[config.mk]
export PLATFORM = sky130hd
export DESIGN_NAME = tsg_top
export DESIGN_NICKNAME = d
export VERILOG_FILES = /design/src/verilog/tsg_pkg.sv /design/src/verilog/tsg_fifo.sv /design/src/verilog/tsg_top.sv
export VERILOG_INCLUDE_DIRS = /design/src /design/src/verilog
export SDC_FILE = /design/constraint.sdc
export NUM_CORES = 2
export LEC_CHECK = 0
export BUFFER_PORTS_ARGS = -buffer_cell sky130_fd_sc_hd__buf_2
export CAP_MARGIN = 20
export CELL_PAD_IN_SITES_DETAIL_PLACEMENT = 0
export CELL_PAD_IN_SITES_GLOBAL_PLACEMENT = 1
export CORE_MARGIN = 3
export CORE_UTILIZATION = 57
export CTS_CLUSTER_SIZE = 10
export DETAILED_ROUTE_END_ITERATION = 6
export PLACE_DENSITY = 0.91
export SYNTH_ARGS = -nofsm -noshare
export SYNTH_HDL_FRONTEND = slang
export SYNTH_HIERARCHICAL = 1
export SYNTH_SLANG_ARGS = --single-unit
[constraint.sdc]
create_clock -name clk_sys -period 25.6 [get_ports clk_sys]
set_clock_uncertainty 0.2 [all_clocks]
set_input_delay 2.56 -clock clk_sys [delete_from_list [all_inputs] [get_ports clk_sys]]
set_output_delay 2.56 -clock clk_sys [all_outputs]
set_load 0.02 [all_outputs]
[src/verilog/tsg_map.svh]
// constants of the test signal generator
// How it works
// - run control: 0 off, 1 stopped, 2 running
// - selector routes output to one loop
// - sequence repeats repeat_count times
// - square wave has two stage levels
// - stage one lasts t1, stage two t2
// - sine with programmable amplitude and frequency
// - start phase sets initial waveform angle
// - noise updates once every ntime_q samples
// - noise toggles between plus and minus amplitude
// - noise comes from feedback shift register
// - shape setting picks sine or triangle
// - sine adds on top of square
// - injection independent of control mode
`ifndef TSG_MAP_SVH
`define TSG_MAP_SVH
`define TSG_ADDR_RUN      4'h0
`define TSG_ADDR_SEL      4'h1
`define TSG_ADDR_REPEAT   4'h2
`define TSG_ADDR_LEVEL0   4'h3
`define TSG_ADDR_LEVEL1   4'h4
`define TSG_ADDR_TIME0    4'h5
`define TSG_ADDR_TIME1    4'h6
`define TSG_ADDR_SAMP     4'h7
`define TSG_ADDR_SFREQ    4'h8
`define TSG_ADDR_PHASE    4'h9
`define TSG_ADDR_NTIME    4'hA
`define TSG_ADDR_NAMP     4'hB
`define TSG_ADDR_SHAPE    4'hC
`define TSG_ADDR_PAUSE    4'hD
`define TSG_ADDR_STATUS   4'hE
`define TSG_RUN_OFF       2'h0
`define TSG_RUN_STOP      2'h1
`define TSG_RUN_GO        2'h2
`define TSG_LFSR_SEED     15'h0001
`define TSG_FIFO_DEPTH    32
`endif

[src/verilog/tsg_pkg.sv]
// types of the test signal generator
`default_nettype none
package tsg_pkg;
    typedef enum logic [3:0] {
        TSG_IDLE  = 4'b0001,
        TSG_STG1  = 4'b0010,
        TSG_STG2  = 4'b0100,
        TSG_PAUSE = 4'b1000
    } tsg_state_t;
    typedef enum logic [2:0] {
        TSG_OUT_NONE  = 3'h0,
        TSG_OUT_FLUX  = 3'h1,
        TSG_OUT_TORQ  = 3'h2,
        TSG_OUT_SPEED = 3'h3,
        TSG_OUT_POS   = 3'h4,
        TSG_OUT_RAMP  = 3'h5
    } tsg_target_t;
endpackage
`default_nettype wire

[src/verilog/tsg_fifo.sv]
// fifo between sample former and loop outputs
`timescale 1ns/1ns
`default_nettype none
module tsg_fifo #(
    parameter int WIDTH = 16,
    parameter int DEPTH = 32
) (
    // clock and reset
    input  wire logic             clk_sys,
    input  wire logic             rst_n,
    // fill side
    input  wire logic             in_valid,
    output logic                  in_ready,
    input  wire logic [WIDTH-1:0] in_data,
    // drain side
    output logic                  out_valid,
    input  wire logic             out_ready,
    output logic [WIDTH-1:0]      out_data,
    // flush
    input  wire logic             flush
);
    localparam int AW = $clog2(DEPTH);
    logic [WIDTH-1:0] mem_q [DEPTH];
    logic [AW:0]      wp_q;
    logic [AW:0]      rp_q;
    wire              do_wr;
    wire              do_rd;
    wire              full;
    wire              empty;
    assign full      = (wp_q[AW] != rp_q[AW]) && (wp_q[AW-1:0] == rp_q[AW-1:0]);
    assign empty     = (wp_q == rp_q);
    assign in_ready  = !full;
    assign out_valid = !empty;
    assign out_data  = mem_q[rp_q[AW-1:0]];
    assign do_wr     = in_valid && !full;
    assign do_rd     = out_ready && !empty;
    always_ff @(posedge clk_sys or negedge rst_n) begin
        if (!rst_n) begin
            wp_q <= '0;
            rp_q <= '0;
        end else if (flush) begin
            wp_q <= '0;
            rp_q <= '0;
        end else begin
            wp_q <= wp_q + (AW+1)'(do_wr);
            rp_q <= rp_q + (AW+1)'(do_rd);
        end
    end
    always_ff @(posedge clk_sys) begin
        if (do_wr) begin
            mem_q[wp_q[AW-1:0]] <= in_data;
        end
    end
endmodule
`default_nettype wire

[src/verilog/tsg_top.sv]
// test signal generator top
`include "tsg_map.svh"
`timescale 1ns/1ns
`default_nettype none
module tsg_top (
    // clock and reset
    input  wire logic        clk_sys,
    input  wire logic        resetn,
    // register port
    input  wire logic [3:0]  reg_addr,
    input  wire logic [15:0] reg_wdata,
    input  wire logic        reg_wr,
    input  wire logic        reg_rd,
    output logic [15:0]      reg_rdata_q,
    // loop reference injection
    input  wire logic        loop_take,
    output logic [15:0]      inj_value_q,
    output logic             inj_flux_q,
    output logic             inj_torque_q,
    output logic             inj_speed_q,
    output logic             inj_pos_q,
    output logic             inj_ramp_q,
    output logic             busy_q
);
    // ------------------------------------------------------------
    // reset release
    // ------------------------------------------------------------
    logic rs1_q;
    logic rst_n;
    always_ff @(posedge clk_sys or negedge resetn) begin
        if (!resetn) begin
            rs1_q <= 1'b0;
            rst_n <= 1'b0;
        end else begin
            rs1_q <= 1'b1;
            rst_n <= rs1_q;
        end
    end

    // ------------------------------------------------------------
    // settings
    // ------------------------------------------------------------
    logic [1:0]  run_q;
    logic [2:0]  sel_q;
    logic [15:0] repeat_q;
    logic [15:0] level0_q;
    logic [15:0] level1_q;
    logic [15:0] time0_q;
    logic [15:0] time1_q;
    logic [15:0] samp_q;
    logic [15:0] sfreq_q;
    logic [15:0] phase_q;
    logic [15:0] ntime_q;
    logic [15:0] namp_q;
    logic        shape_q;
    logic [15:0] pause_q;
    wire         wr_run;
    assign wr_run = reg_wr && (reg_addr == `TSG_ADDR_RUN);
    always_ff @(posedge clk_sys or negedge rst_n) begin
        if (!rst_n) begin
            run_q    <= `TSG_RUN_OFF;
            sel_q    <= 3'h0;
            repeat_q <= 16'h0001;
            level0_q <= 16'h0000;
            level1_q <= 16'h0000;
            time0_q  <= 16'h0001;
            time1_q  <= 16'h0001;
            samp_q   <= 16'h0000;
            sfreq_q  <= 16'h0000;
            phase_q  <= 16'h0000;
            ntime_q  <= 16'h0001;
            namp_q   <= 16'h0000;
            shape_q  <= 1'b0;
            pause_q  <= 16'h0000;
        end else if (reg_wr) begin
            unique case (reg_addr)
                `TSG_ADDR_RUN:    run_q    <= reg_wdata[1:0];
                `TSG_ADDR_SEL:    sel_q    <= reg_wdata[2:0];
                `TSG_ADDR_REPEAT: repeat_q <= reg_wdata;
                `TSG_ADDR_LEVEL0: level0_q <= reg_wdata;
                `TSG_ADDR_LEVEL1: level1_q <= reg_wdata;
                `TSG_ADDR_TIME0:  time0_q  <= reg_wdata;
                `TSG_ADDR_TIME1:  time1_q  <= reg_wdata;
                `TSG_ADDR_SAMP:   samp_q   <= reg_wdata;
                `TSG_ADDR_SFREQ:  sfreq_q  <= reg_wdata;
                `TSG_ADDR_PHASE:  phase_q  <= reg_wdata;
                `TSG_ADDR_NTIME:  ntime_q  <= reg_wdata;
                `TSG_ADDR_NAMP:   namp_q   <= reg_wdata;
                `TSG_ADDR_SHAPE:  shape_q  <= reg_wdata[0];
                `TSG_ADDR_PAUSE:  pause_q  <= reg_wdata;
                default: ;
            endcase
        end
    end

    // ------------------------------------------------------------
    // sequencer
    // ------------------------------------------------------------
    tsg_pkg::tsg_state_t st_q;
    tsg_pkg::tsg_state_t st_d;
    logic [15:0] tick_q;
    logic [15:0] cyc_q;
    logic [15:0] ph_q;
    logic [15:0] nt_q;
    logic [14:0] lfsr_q;
    wire         go;
    wire         step;
    wire         fifo_rdy;
    logic        tick_end;
    wire         last_cyc;
    assign go   = (run_q == `TSG_RUN_GO) && repeat_q != 16'h0000;
    assign step = go && fifo_rdy;
    assign last_cyc = (cyc_q + 16'h0001) >= repeat_q;
    always_comb begin
        unique case (st_q)
            tsg_pkg::TSG_STG1:  tick_end = (tick_q + 16'h0001) >= time0_q;
            tsg_pkg::TSG_STG2:  tick_end = (tick_q + 16'h0001) >= time1_q;
            tsg_pkg::TSG_PAUSE: tick_end = (tick_q + 16'h0001) >= pause_q;
            default:            tick_end = 1'b1;
        endcase
    end
    always_comb begin
        st_d = st_q;
        unique case (st_q)
            tsg_pkg::TSG_IDLE:
                if (step && cyc_q == 16'h0000) st_d = tsg_pkg::TSG_STG1;
            tsg_pkg::TSG_STG1:
                if (step && tick_end) st_d = tsg_pkg::TSG_STG2;
            tsg_pkg::TSG_STG2: begin
                if (step && tick_end) begin
                    if (last_cyc) begin
                        st_d = tsg_pkg::TSG_IDLE;
                    end else if (pause_q != 16'h0000) begin
                        st_d = tsg_pkg::TSG_PAUSE;
                    end else begin
                        st_d = tsg_pkg::TSG_STG1;
                    end
                end
            end
            tsg_pkg::TSG_PAUSE:
                if (step && tick_end) st_d = tsg_pkg::TSG_STG1;
            default: st_d = tsg_pkg::TSG_IDLE;
        endcase
        if (!go) st_d = tsg_pkg::TSG_IDLE;
    end
    wire active;
    assign active = (st_q == tsg_pkg::TSG_STG1) || (st_q == tsg_pkg::TSG_STG2);
    always_ff @(posedge clk_sys or negedge rst_n) begin
        if (!rst_n) begin
            st_q   <= tsg_pkg::TSG_IDLE;
            tick_q <= 16'h0000;
            cyc_q  <= 16'h0000;
            ph_q   <= 16'h0000;
            nt_q   <= 16'h0000;
            lfsr_q <= `TSG_LFSR_SEED;
        end else if (!go) begin
            st_q   <= tsg_pkg::TSG_IDLE;
            tick_q <= 16'h0000;
            cyc_q  <= 16'h0000;
            ph_q   <= phase_q;
            nt_q   <= 16'h0000;
        end else if (step) begin
            st_q   <= st_d;
            tick_q <= (st_d != st_q) ? 16'h0000 : tick_q + 16'h0001;
            if (st_q == tsg_pkg::TSG_STG2 && tick_end) cyc_q <= cyc_q + 16'h0001;
            if (active) begin
                ph_q <= ph_q + sfreq_q;
                nt_q <= ((nt_q + 16'h0001) >= ntime_q) ? 16'h0000 : nt_q + 16'h0001;
                if (nt_q == 16'h0000) begin
                    lfsr_q <= {lfsr_q[13:0], lfsr_q[14] ^ lfsr_q[13]};
                end
            end
        end
    end

    // ------------------------------------------------------------
    // waveform
    // ------------------------------------------------------------
    function automatic logic signed [15:0] tsg_scale(input logic signed [15:0] a, input logic signed [15:0] b);
        logic signed [31:0] p;
        p = a * b;
        return p[30:15];
    endfunction
    wire signed [15:0] tri_w;
    wire signed [15:0] sin_w;
    wire signed [15:0] per_w;
    wire signed [15:0] sq_w;
    wire signed [15:0] nz_w;
    wire signed [15:0] sum_w;
    wire        [15:0] fold_w;
    assign fold_w = ph_q[14] ? ~{ph_q[13:0], 2'b00} : {ph_q[13:0], 2'b00};
    assign tri_w  = ph_q[15] ? -$signed({1'b0, fold_w[15:1]}) : $signed({1'b0, fold_w[15:1]});
    // cubic sine approximation
    assign sin_w  = tsg_scale(tri_w, 16'sh7FFF - tsg_scale(tri_w, tri_w) / 16'sd4) + tri_w / 16'sd4;
    assign per_w  = tsg_scale(shape_q ? tri_w : sin_w, $signed(samp_q));
    assign sq_w   = (st_q == tsg_pkg::TSG_STG1) ? $signed(level0_q) : $signed(level1_q);
    assign nz_w   = lfsr_q[0] ? $signed(namp_q) : -$signed(namp_q);
    assign sum_w  = active ? sq_w + per_w + nz_w : 16'sh0000;

    wire        fo_valid;
    wire [15:0] fo_data;
    tsg_fifo #(.WIDTH(16), .DEPTH(`TSG_FIFO_DEPTH)) u_fifo (
        .clk_sys   (clk_sys),
        .rst_n     (rst_n),
        .in_valid  (go),
        .in_ready  (fifo_rdy),
        .in_data   (sum_w),
        .out_valid (fo_valid),
        .out_ready (loop_take),
        .out_data  (fo_data),
        .flush     (!go)
    );

    // ------------------------------------------------------------
    // outputs and read back
    // ------------------------------------------------------------
    wire        emit;
    wire [15:0] rd_mux;
    assign emit = go && fo_valid && loop_take;
    assign rd_mux = (reg_addr == `TSG_ADDR_RUN)    ? {14'h0000, run_q} :
                    (reg_addr == `TSG_ADDR_SEL)    ? {13'h0000, sel_q} :
                    (reg_addr == `TSG_ADDR_REPEAT) ? repeat_q :
                    (reg_addr == `TSG_ADDR_STATUS) ? cyc_q :
                    (reg_addr == `TSG_ADDR_SHAPE)  ? {15'h0000, shape_q} :
                    (reg_addr == `TSG_ADDR_PAUSE)  ? pause_q : 16'h0000;
    always_ff @(posedge clk_sys or negedge rst_n) begin
        if (!rst_n) begin
            reg_rdata_q  <= 16'h0000;
            inj_value_q  <= 16'h0000;
            inj_flux_q   <= 1'b0;
            inj_torque_q <= 1'b0;
            inj_speed_q  <= 1'b0;
            inj_pos_q    <= 1'b0;
            inj_ramp_q   <= 1'b0;
            busy_q       <= 1'b0;
        end else begin
            reg_rdata_q  <= reg_rd ? rd_mux : 16'h0000;
            inj_value_q  <= emit ? fo_data : 16'h0000;
            inj_flux_q   <= go && sel_q == tsg_pkg::TSG_OUT_FLUX;
            inj_torque_q <= go && sel_q == tsg_pkg::TSG_OUT_TORQ;
            inj_speed_q  <= go && sel_q == tsg_pkg::TSG_OUT_SPEED;
            inj_pos_q    <= go && sel_q == tsg_pkg::TSG_OUT_POS;
            inj_ramp_q   <= go && sel_q == tsg_pkg::TSG_OUT_RAMP;
            busy_q       <= st_q != tsg_pkg::TSG_IDLE;
        end
    end
    wire unused_ok;
    assign unused_ok = wr_run;
endmodule
`default_nettype wire
Word-level counts from Yosys, hierarchy flattened
Memories as Yosys holds them, arrays and structs flattened.
Index checks and enable logic that the tools add are counted.

word-level totals
  latch bits = 0
  logic and storage cells = 174
  bits of input ports = 25
  flip-flop bits (word level) = 317
  memories = 1
  output and inout port bits = 38
  bits in writable memories = 512
  bits in read-only memories = 0

operators by class
  div/mod/pow operators = 0
  reductions and logical operators = 41
  bitwise operators = 4
  shift-type cells = 0
  $add $sub $neg = 14
  eq/ne operators = 32
  multiply operators = 3
  order comparisons = 5
  mux-type cells = 42

memory list
  memory        depth  width  read ports  clocked after memory_dff  wr ports  line            RTL
  u_fifo.mem_q  32     16     1           0                         1         tsg_fifo.sv:23  logic [WIDTH-1:0] mem_q [DEPTH];

operators with widths
  operator                number
  $mux 16                 27
  $mul 16x16->31          3
  $ge 16x16->1            5
  $add 16x16->16          4
  $add 16x1->16 const B   3
  $mux 4                  9
  $add 16x1->16           2
  $eq 4x4->1 const B      8
  $logic_not 16->1        2
  $reduce_and 2->1        16
  $reduce_bool 16->1      2
  $eq 4x3->1 const B      5
  $neg 15->16             1
  $neg 16->16             1
  $not 16->16             1
  $pmux 4 s4              1
  $sub 16x16->16 const A  1
  $logic_and 1x1->1       14
  $add 6x1->6             2
  $eq 4x2->1 const B      3
  $mux 6                  2
  $eq 4x1->1 const B      2
  $eq 3x2->1 const B      2
  $eq 3x3->1 const B      2
  other kinds (17)        23

Depth between registers and ports, before layout
  depth in word-level cells = 16
  gate-level depth with buffers = 119
  gate-level depth less buffers = 115

Hierarchy
Netlist, hierarchy kept.

modules (own cells, without submodules)
  module    cells each  seq. area each (um2)  area an instance (um2)  times used
  tsg_top   4,862       7,639.8               45,272.2                1
  tsg_fifo  1,138       15,675.0              20,663.6                1

Worst setup path before layout
No wires, ideal clock.

  path kind = register -> register
  start point = register ph_q[14]
  end point = memory u_fifo.mem_q[0][15] (data pin)
  stages on the path, launching flop included = 115
  arrival = 25.527 ns
  clock period less this slack = 26.070 ns
  required time = 25.058 ns
  path buffers = 3
  path slack = -0.470 ns
  setup time = 0.342 ns
  cell sequence = dfrtp_1 > inv_1 > clkbuf_1 > clkbuf_1 > ha_1 > nor4_4 > nand2_1 > nor2_1 > nor2_1 > xnor2_1 > clkinv_1 > clkbuf_1 > nor2_1 > fa_1 > ha_1 > a21o_1 > fa_1 > inv_1 > [... 79 more ...] > a221oi_2 > o21a_1 > nor2_1 > fa_1 > ha_1 > fa_1 > a21o_1 > a21oi_1 > o21bai_1 > a21oi_1 > o21ba_2 > o21ai_0 > o41ai_1 > o21ai_0 > xnor2_1 > xnor2_1 > nor3_1 > nor3b_2

between the ends
  cells in the longest elaborated chain, start to end = 15
  elaborated cells between the ends (all ways) = 18
  classes of those cells = add/sub (7); mul (3); mux (4); bitwise (2); reduce/logical (2)

RTL lines
  item                              line            RTL
  start: declaration                tsg_top.sv:103  logic [15:0] ph_q;
  start signal: assignment          tsg_top.sv:160  ph_q <= phase_q;
  start signal: assignment          tsg_top.sv:167  ph_q <= ph_q + sfreq_q;
  $mux 16 *                         tsg_top.sv:191  assign fold_w = ph_q[14] ? ~{ph_q[13:0], 2'b00} : {ph_q[13:0], 2'b00};
  $neg 15->16                       tsg_top.sv:192  assign tri_w = ph_q[15] ? -$signed({1'b0, fold_w[15:1]}) : $signed({1'b0, fold_w[15:1]});
  $mux 16 *                         tsg_top.sv:192
  $mul 16x16->31                    tsg_top.sv:181  p = a * b;
  $reduce_or 2->1 (no source line)  n/a
  $and 1x1->1 (no source line)      n/a
  $add 16x1->16 (no source line)    n/a
  $sub 16x16->16                    tsg_top.sv:194  assign sin_w = tsg_scale(tri_w, 16'sh7FFF - tsg_scale(tri_w, tri_w) / 16'sd4) + tri_w / 16'sd4;
  $mul 16x16->31                    tsg_top.sv:181
  $add 16x16->16                    tsg_top.sv:194
  $mux 16 *                         tsg_top.sv:195  assign per_w = tsg_scale(shape_q ? tri_w : sin_w, $signed(samp_q));
  $mul 16x16->31 *                  tsg_top.sv:181
  $add 16x16->16 * (2 in series)    tsg_top.sv:198  assign sum_w = active ? sq_w + per_w + nz_w : 16'sh0000;
  $mux 16 *                         tsg_top.sv:198
  named net sum_w[15]               tsg_top.sv:189  wire signed [15:0] sum_w;
  end: declaration                  tsg_fifo.sv:23

Mark *: on every way through the listed nets, which the timed path passes. The rest lies on a longest branch.

Worst setup path in the final report
  start point = register ph_q[4]
  end point = memory u_fifo.mem_q[17][15] (data pin)

between the ends
  cells in the longest elaborated chain, start to end = 16
  elaborated cells between the ends (all ways) = 18
  classes of those cells = add/sub (7); mul (3); mux (4); bitwise (3); reduce/logical (1)

RTL lines
  item                              line
  $not 16->16                       tsg_top.sv:191
  $mux 16 *                         tsg_top.sv:191
  $neg 15->16                       tsg_top.sv:192
  $mux 16 *                         tsg_top.sv:192
  $mul 16x16->31                    tsg_top.sv:181
  $reduce_or 2->1 (no source line)  n/a
  $and 1x1->1 (no source line)      n/a
  $add 16x1->16 (no source line)    n/a
  $sub 16x16->16                    tsg_top.sv:194
  $mul 16x16->31                    tsg_top.sv:181
  $add 16x16->16                    tsg_top.sv:194
  $mux 16 *                         tsg_top.sv:195
  $mul 16x16->31 *                  tsg_top.sv:181
  $add 16x16->16 * (2 in series)    tsg_top.sv:198
  $mux 16 *                         tsg_top.sv:198
  named net sum_w[15]               tsg_top.sv:189

Marks and branches as above.

==> results.md <==
- Most common cell in the netlist: inv_1
- Routed Antenna Nets: 0
- Synth Area in Compound Gates: 6.693%
- Fillers: 8818
- Main synth FF type: edfxtp_1
- Max Cap Viol: 0
- Global route overflow: 0
- Vias in the first global route: 46440
- Post-synthesis simple-gate area fraction: 10.18%
- Core ar.: 114500 sq um
- Syn_nets: 7165
- H-tree levels: 3
- Synth Instances: 6000
- Vias per std cell: 5.792
- Critical path peak fanout: 16
- XOR/XNOR Fraction of Synth Area: 3.021%
- Final Core Density: 63.58%
- Register area share after synthesis: 35.36%
- Detailed Routing Iterations Pass 1: 6
- Clock Latency Late Sink: 0.70 ns
- CP arrival: 24.92 ns
- Clock transition at the registers of the reported paths: 0.05 ns
- Num CTS Buffers: 95
- Crit path capture type: flip-flop
- Final period utilization: 96.57%
- DR DRC count: 0
- Site Rows: 124
- Die Footprint: 119800 sq um
- Area of the mapped netlist: 65940 sq um
- Port Buffer Count: 62
- NumNets Final: 7315
- Avg WL per Cell: 21.27 microns
- CP peak stage delay: 0.57 ns
- Routed vias: 44770
- Layout cells sized above 1: 12.78%
- CP Class: flip-flop to flip-flop
- Mux contribution to synthesized area: 6.738%
- Initial antenna violation count: 1
- Die height: 346.1 microns
- Final setup fails: 0
- Final instance area: 72800 sq um
- Gr usage total: 27.74%
- Commonest cells in the netlist: inv_1, fa_1, edfxtp_1, nand2_1, nor2_1
- Status: complete, no violations
- Worst path slowest cell: fa_1
- Storage element area: 23330 sq um
- Worst hold-check path type: flip-flop to async pin
- Pin slew with the least headroom to its limit: 1.275 ns
- Adder-cell share of the synthesized area: 30.27%
- Multi-input gate area: 38420 sq um
- Max Slew Vio Count: 0
- Register-to-Register Setup Slack: 0.88 ns
- Final GP Congestion: 0.9348
- Smallest hold slack: 0.02809 ns
- First-pass GRT wire length: 259.9 mm
- Die X: 346.1 microns
- Area share of the largest cell type after synthesis: 23.32%
- Max Fclk: 40.45 MHz
- Min Clock Period, post-route: 24.72 ns
- Synth unique cells: 95
- Placed Area: 68970 sq um
- Syn_area_per_cell: 10.99 sq um
- Final wirelength: 164.4 mm
- Clock tree buffer depth: 3
- Post-synth top area cell: edfxtp_1
- Post-detail-place hpwl: 120.5 mm
- Final setup TNS: 0 ns
- Final number of hold-violating endpoints: 0
- Worst R2R Start: ph_q[4]
- FF-to-FF End: u_fifo/mem_q[17][15]
- Worst relative slew slack: 14.97%
- CP startpoint: ph_q[4]
- Crit path capture: u_fifo/mem_q[17][15]
- Post-synth EDFFs: 512
- Worst reg-to-reg path cell count: 113
- CTS tree: yes
- Worst endpoint required time: 25.80 ns
- Pin count of the biggest net entering global routing: 188
- DRT iter0 DRCs: 3834
- # IOs: 63
- Synth Warn #: 6
- Clock root buffer master: clkbuf_16
- Synth top area cells: edfxtp_1, fa_1, dfrtp_1
- FFs w/ async S/R, synth: 38.24%
- Initial Util: 57.59%
- Crit path top cell by count: fa_1
- Seq cells post-synth: 829
- Clock sinks: 829
- CP startpoint kind: flip-flop
- Largest family of logic cells by synthesized area: adder cells
- Layout Area Growth over Synthesis: 10.41%
- Hold_buf cts: 0
-- registers in the layout, summed over array words and instances (netlist names), 15 cells and up --
signal,flops
phase_q,16
level1_q,16
cyc_q,16
sfreq_q,16
nt_q,16
u_fifo/mem_q,512
time0_q,16
reg_rdata_q,16
tick_q,16
repeat_q,16
ntime_q,16
namp_q,16
level0_q,16
ph_q,16
pause_q,16
lfsr_q,15
inj_value_q,16
time1_q,16
samp_q,16
-- final cells by class --
| class | count | share of cell area, % |
|---|---|---|
| Multi-Input combinational cell | 3859 | 52.78 |
| Inverter | 1056 | 5.450 |
| Sequential cell | 829 | 32.04 |
| Clock inverter | 10 | 0.3059 |
| Clock buffer | 151 | 3.609 |
| Antenna cell | 3 | 0.01031 |
| Timing Repair Buffer | 309 | 3.210 |
| Tap cell | 1512 | 2.599 |
-- per-stage QoR --
step	std cells	setup WS [ns]
after floorplan	6000	0.06316
after global placement	7510	0.07847
after detailed placement	7511	-0.3584
after CTS	7677	0.02195
after global routing	7727	-0.2240
final	7729	0.8774
-- critical path: cells and delay by family, from the launching register on --
kind	cells	cell delay, ns
and+or+nand+nor	16	2.48
buffers and inverters	22	1.79
adders and majority gates	26	11.04
xor gates and xnor gates	13	2.44
AOI/OAI and AO/OA	36	6.06
DFF	1	0.46
-- per-layer routing --
layer | routed length (microns) | share of wire, % | track usage (%) | up-vias
met3 | 13010 | 7.9 | 3.935 | 295
li1 | - | - | - | 19940
met4 | 4989 | 3.0 | 7.808 | 0
met1 | 66670 | 41 | 38.48 | 22800
met2 | 79750 | 49 | 46.12 | 1726
met5 | 0 | 0 | 0 | -
-- timing repair --
action / in CTS / in global routing
cloned: 0 / 1
gates resized for setup: 12 / 118
pin swaps: 0 / 65
setup endpoints to repair: 64 / 348
buffers inserted: 5 / 44
-- worst min-delay path by stage --
stage	cells past startpoint	to	slack [ns]
2_1_floorplan	0	rst_n	0.13
3_3_place_gp	0	rst_n	0.14
3_5_place_dp	0	rst_n	0.14
4_1_cts	0	rst_n	0.16
5_1_grt	0	inj_value_q[15]	0.07
6_report	0	inj_value_q[15]	0.03
-- layout by cell type (no fill, tap or decap), types with 12 or more instances in the layout --
| master | instances |
|---|---|
| inv_1 | 1040 |
| fa_1 | 753 |
| edfxtp_1 | 512 |
| nand2_1 | 488 |
| ha_1 | 374 |
| nor2_1 | 368 |
| dfrtp_1 | 306 |
| mux2i_1 | 268 |
| buf_4 | 230 |
| mux2_2 | 155 |
| and2_1 | 147 |
| a22oi_1 | 141 |
| o21ai_0 | 130 |
| xnor2_1 | 113 |
| a21oi_1 | 96 |
| clkbuf_16 | 95 |
| xor2_1 | 92 |
| buf_2 | 62 |
| a21o_1 | 58 |
| nand4_1 | 55 |
| clkbuf_1 | 52 |
| nand3_1 | 48 |
| nor3_1 | 45 |
| nand2b_1 | 36 |
| and3_1 | 34 |
| nor2b_1 | 24 |
| nor2_2 | 21 |
| nor4_1 | 20 |
| a31oi_1 | 20 |
| a21oi_2 | 19 |
| nor3_4 | 18 |
| nor3_2 | 16 |
| o21bai_1 | 15 |
| a222oi_1 | 14 |
| o21ai_2 | 14 |
| o31ai_1 | 13 |
| or2_2 | 12 |
| o21a_1 | 12 |
-- logic make-up after synthesis --
family,Yosys count
XOR/XNOR,225
AO/OA/AOI/OAI,656
AND/OR/NAND/NOR,1412
buffers and inverters,1313
other,1
multiplexers,424
flip-flops,829
adder cells (fa/ha/maj),1140
Power is not shown: default switching activity piles up to over one toggle a cycle in this logic, so the estimate is an artifact.
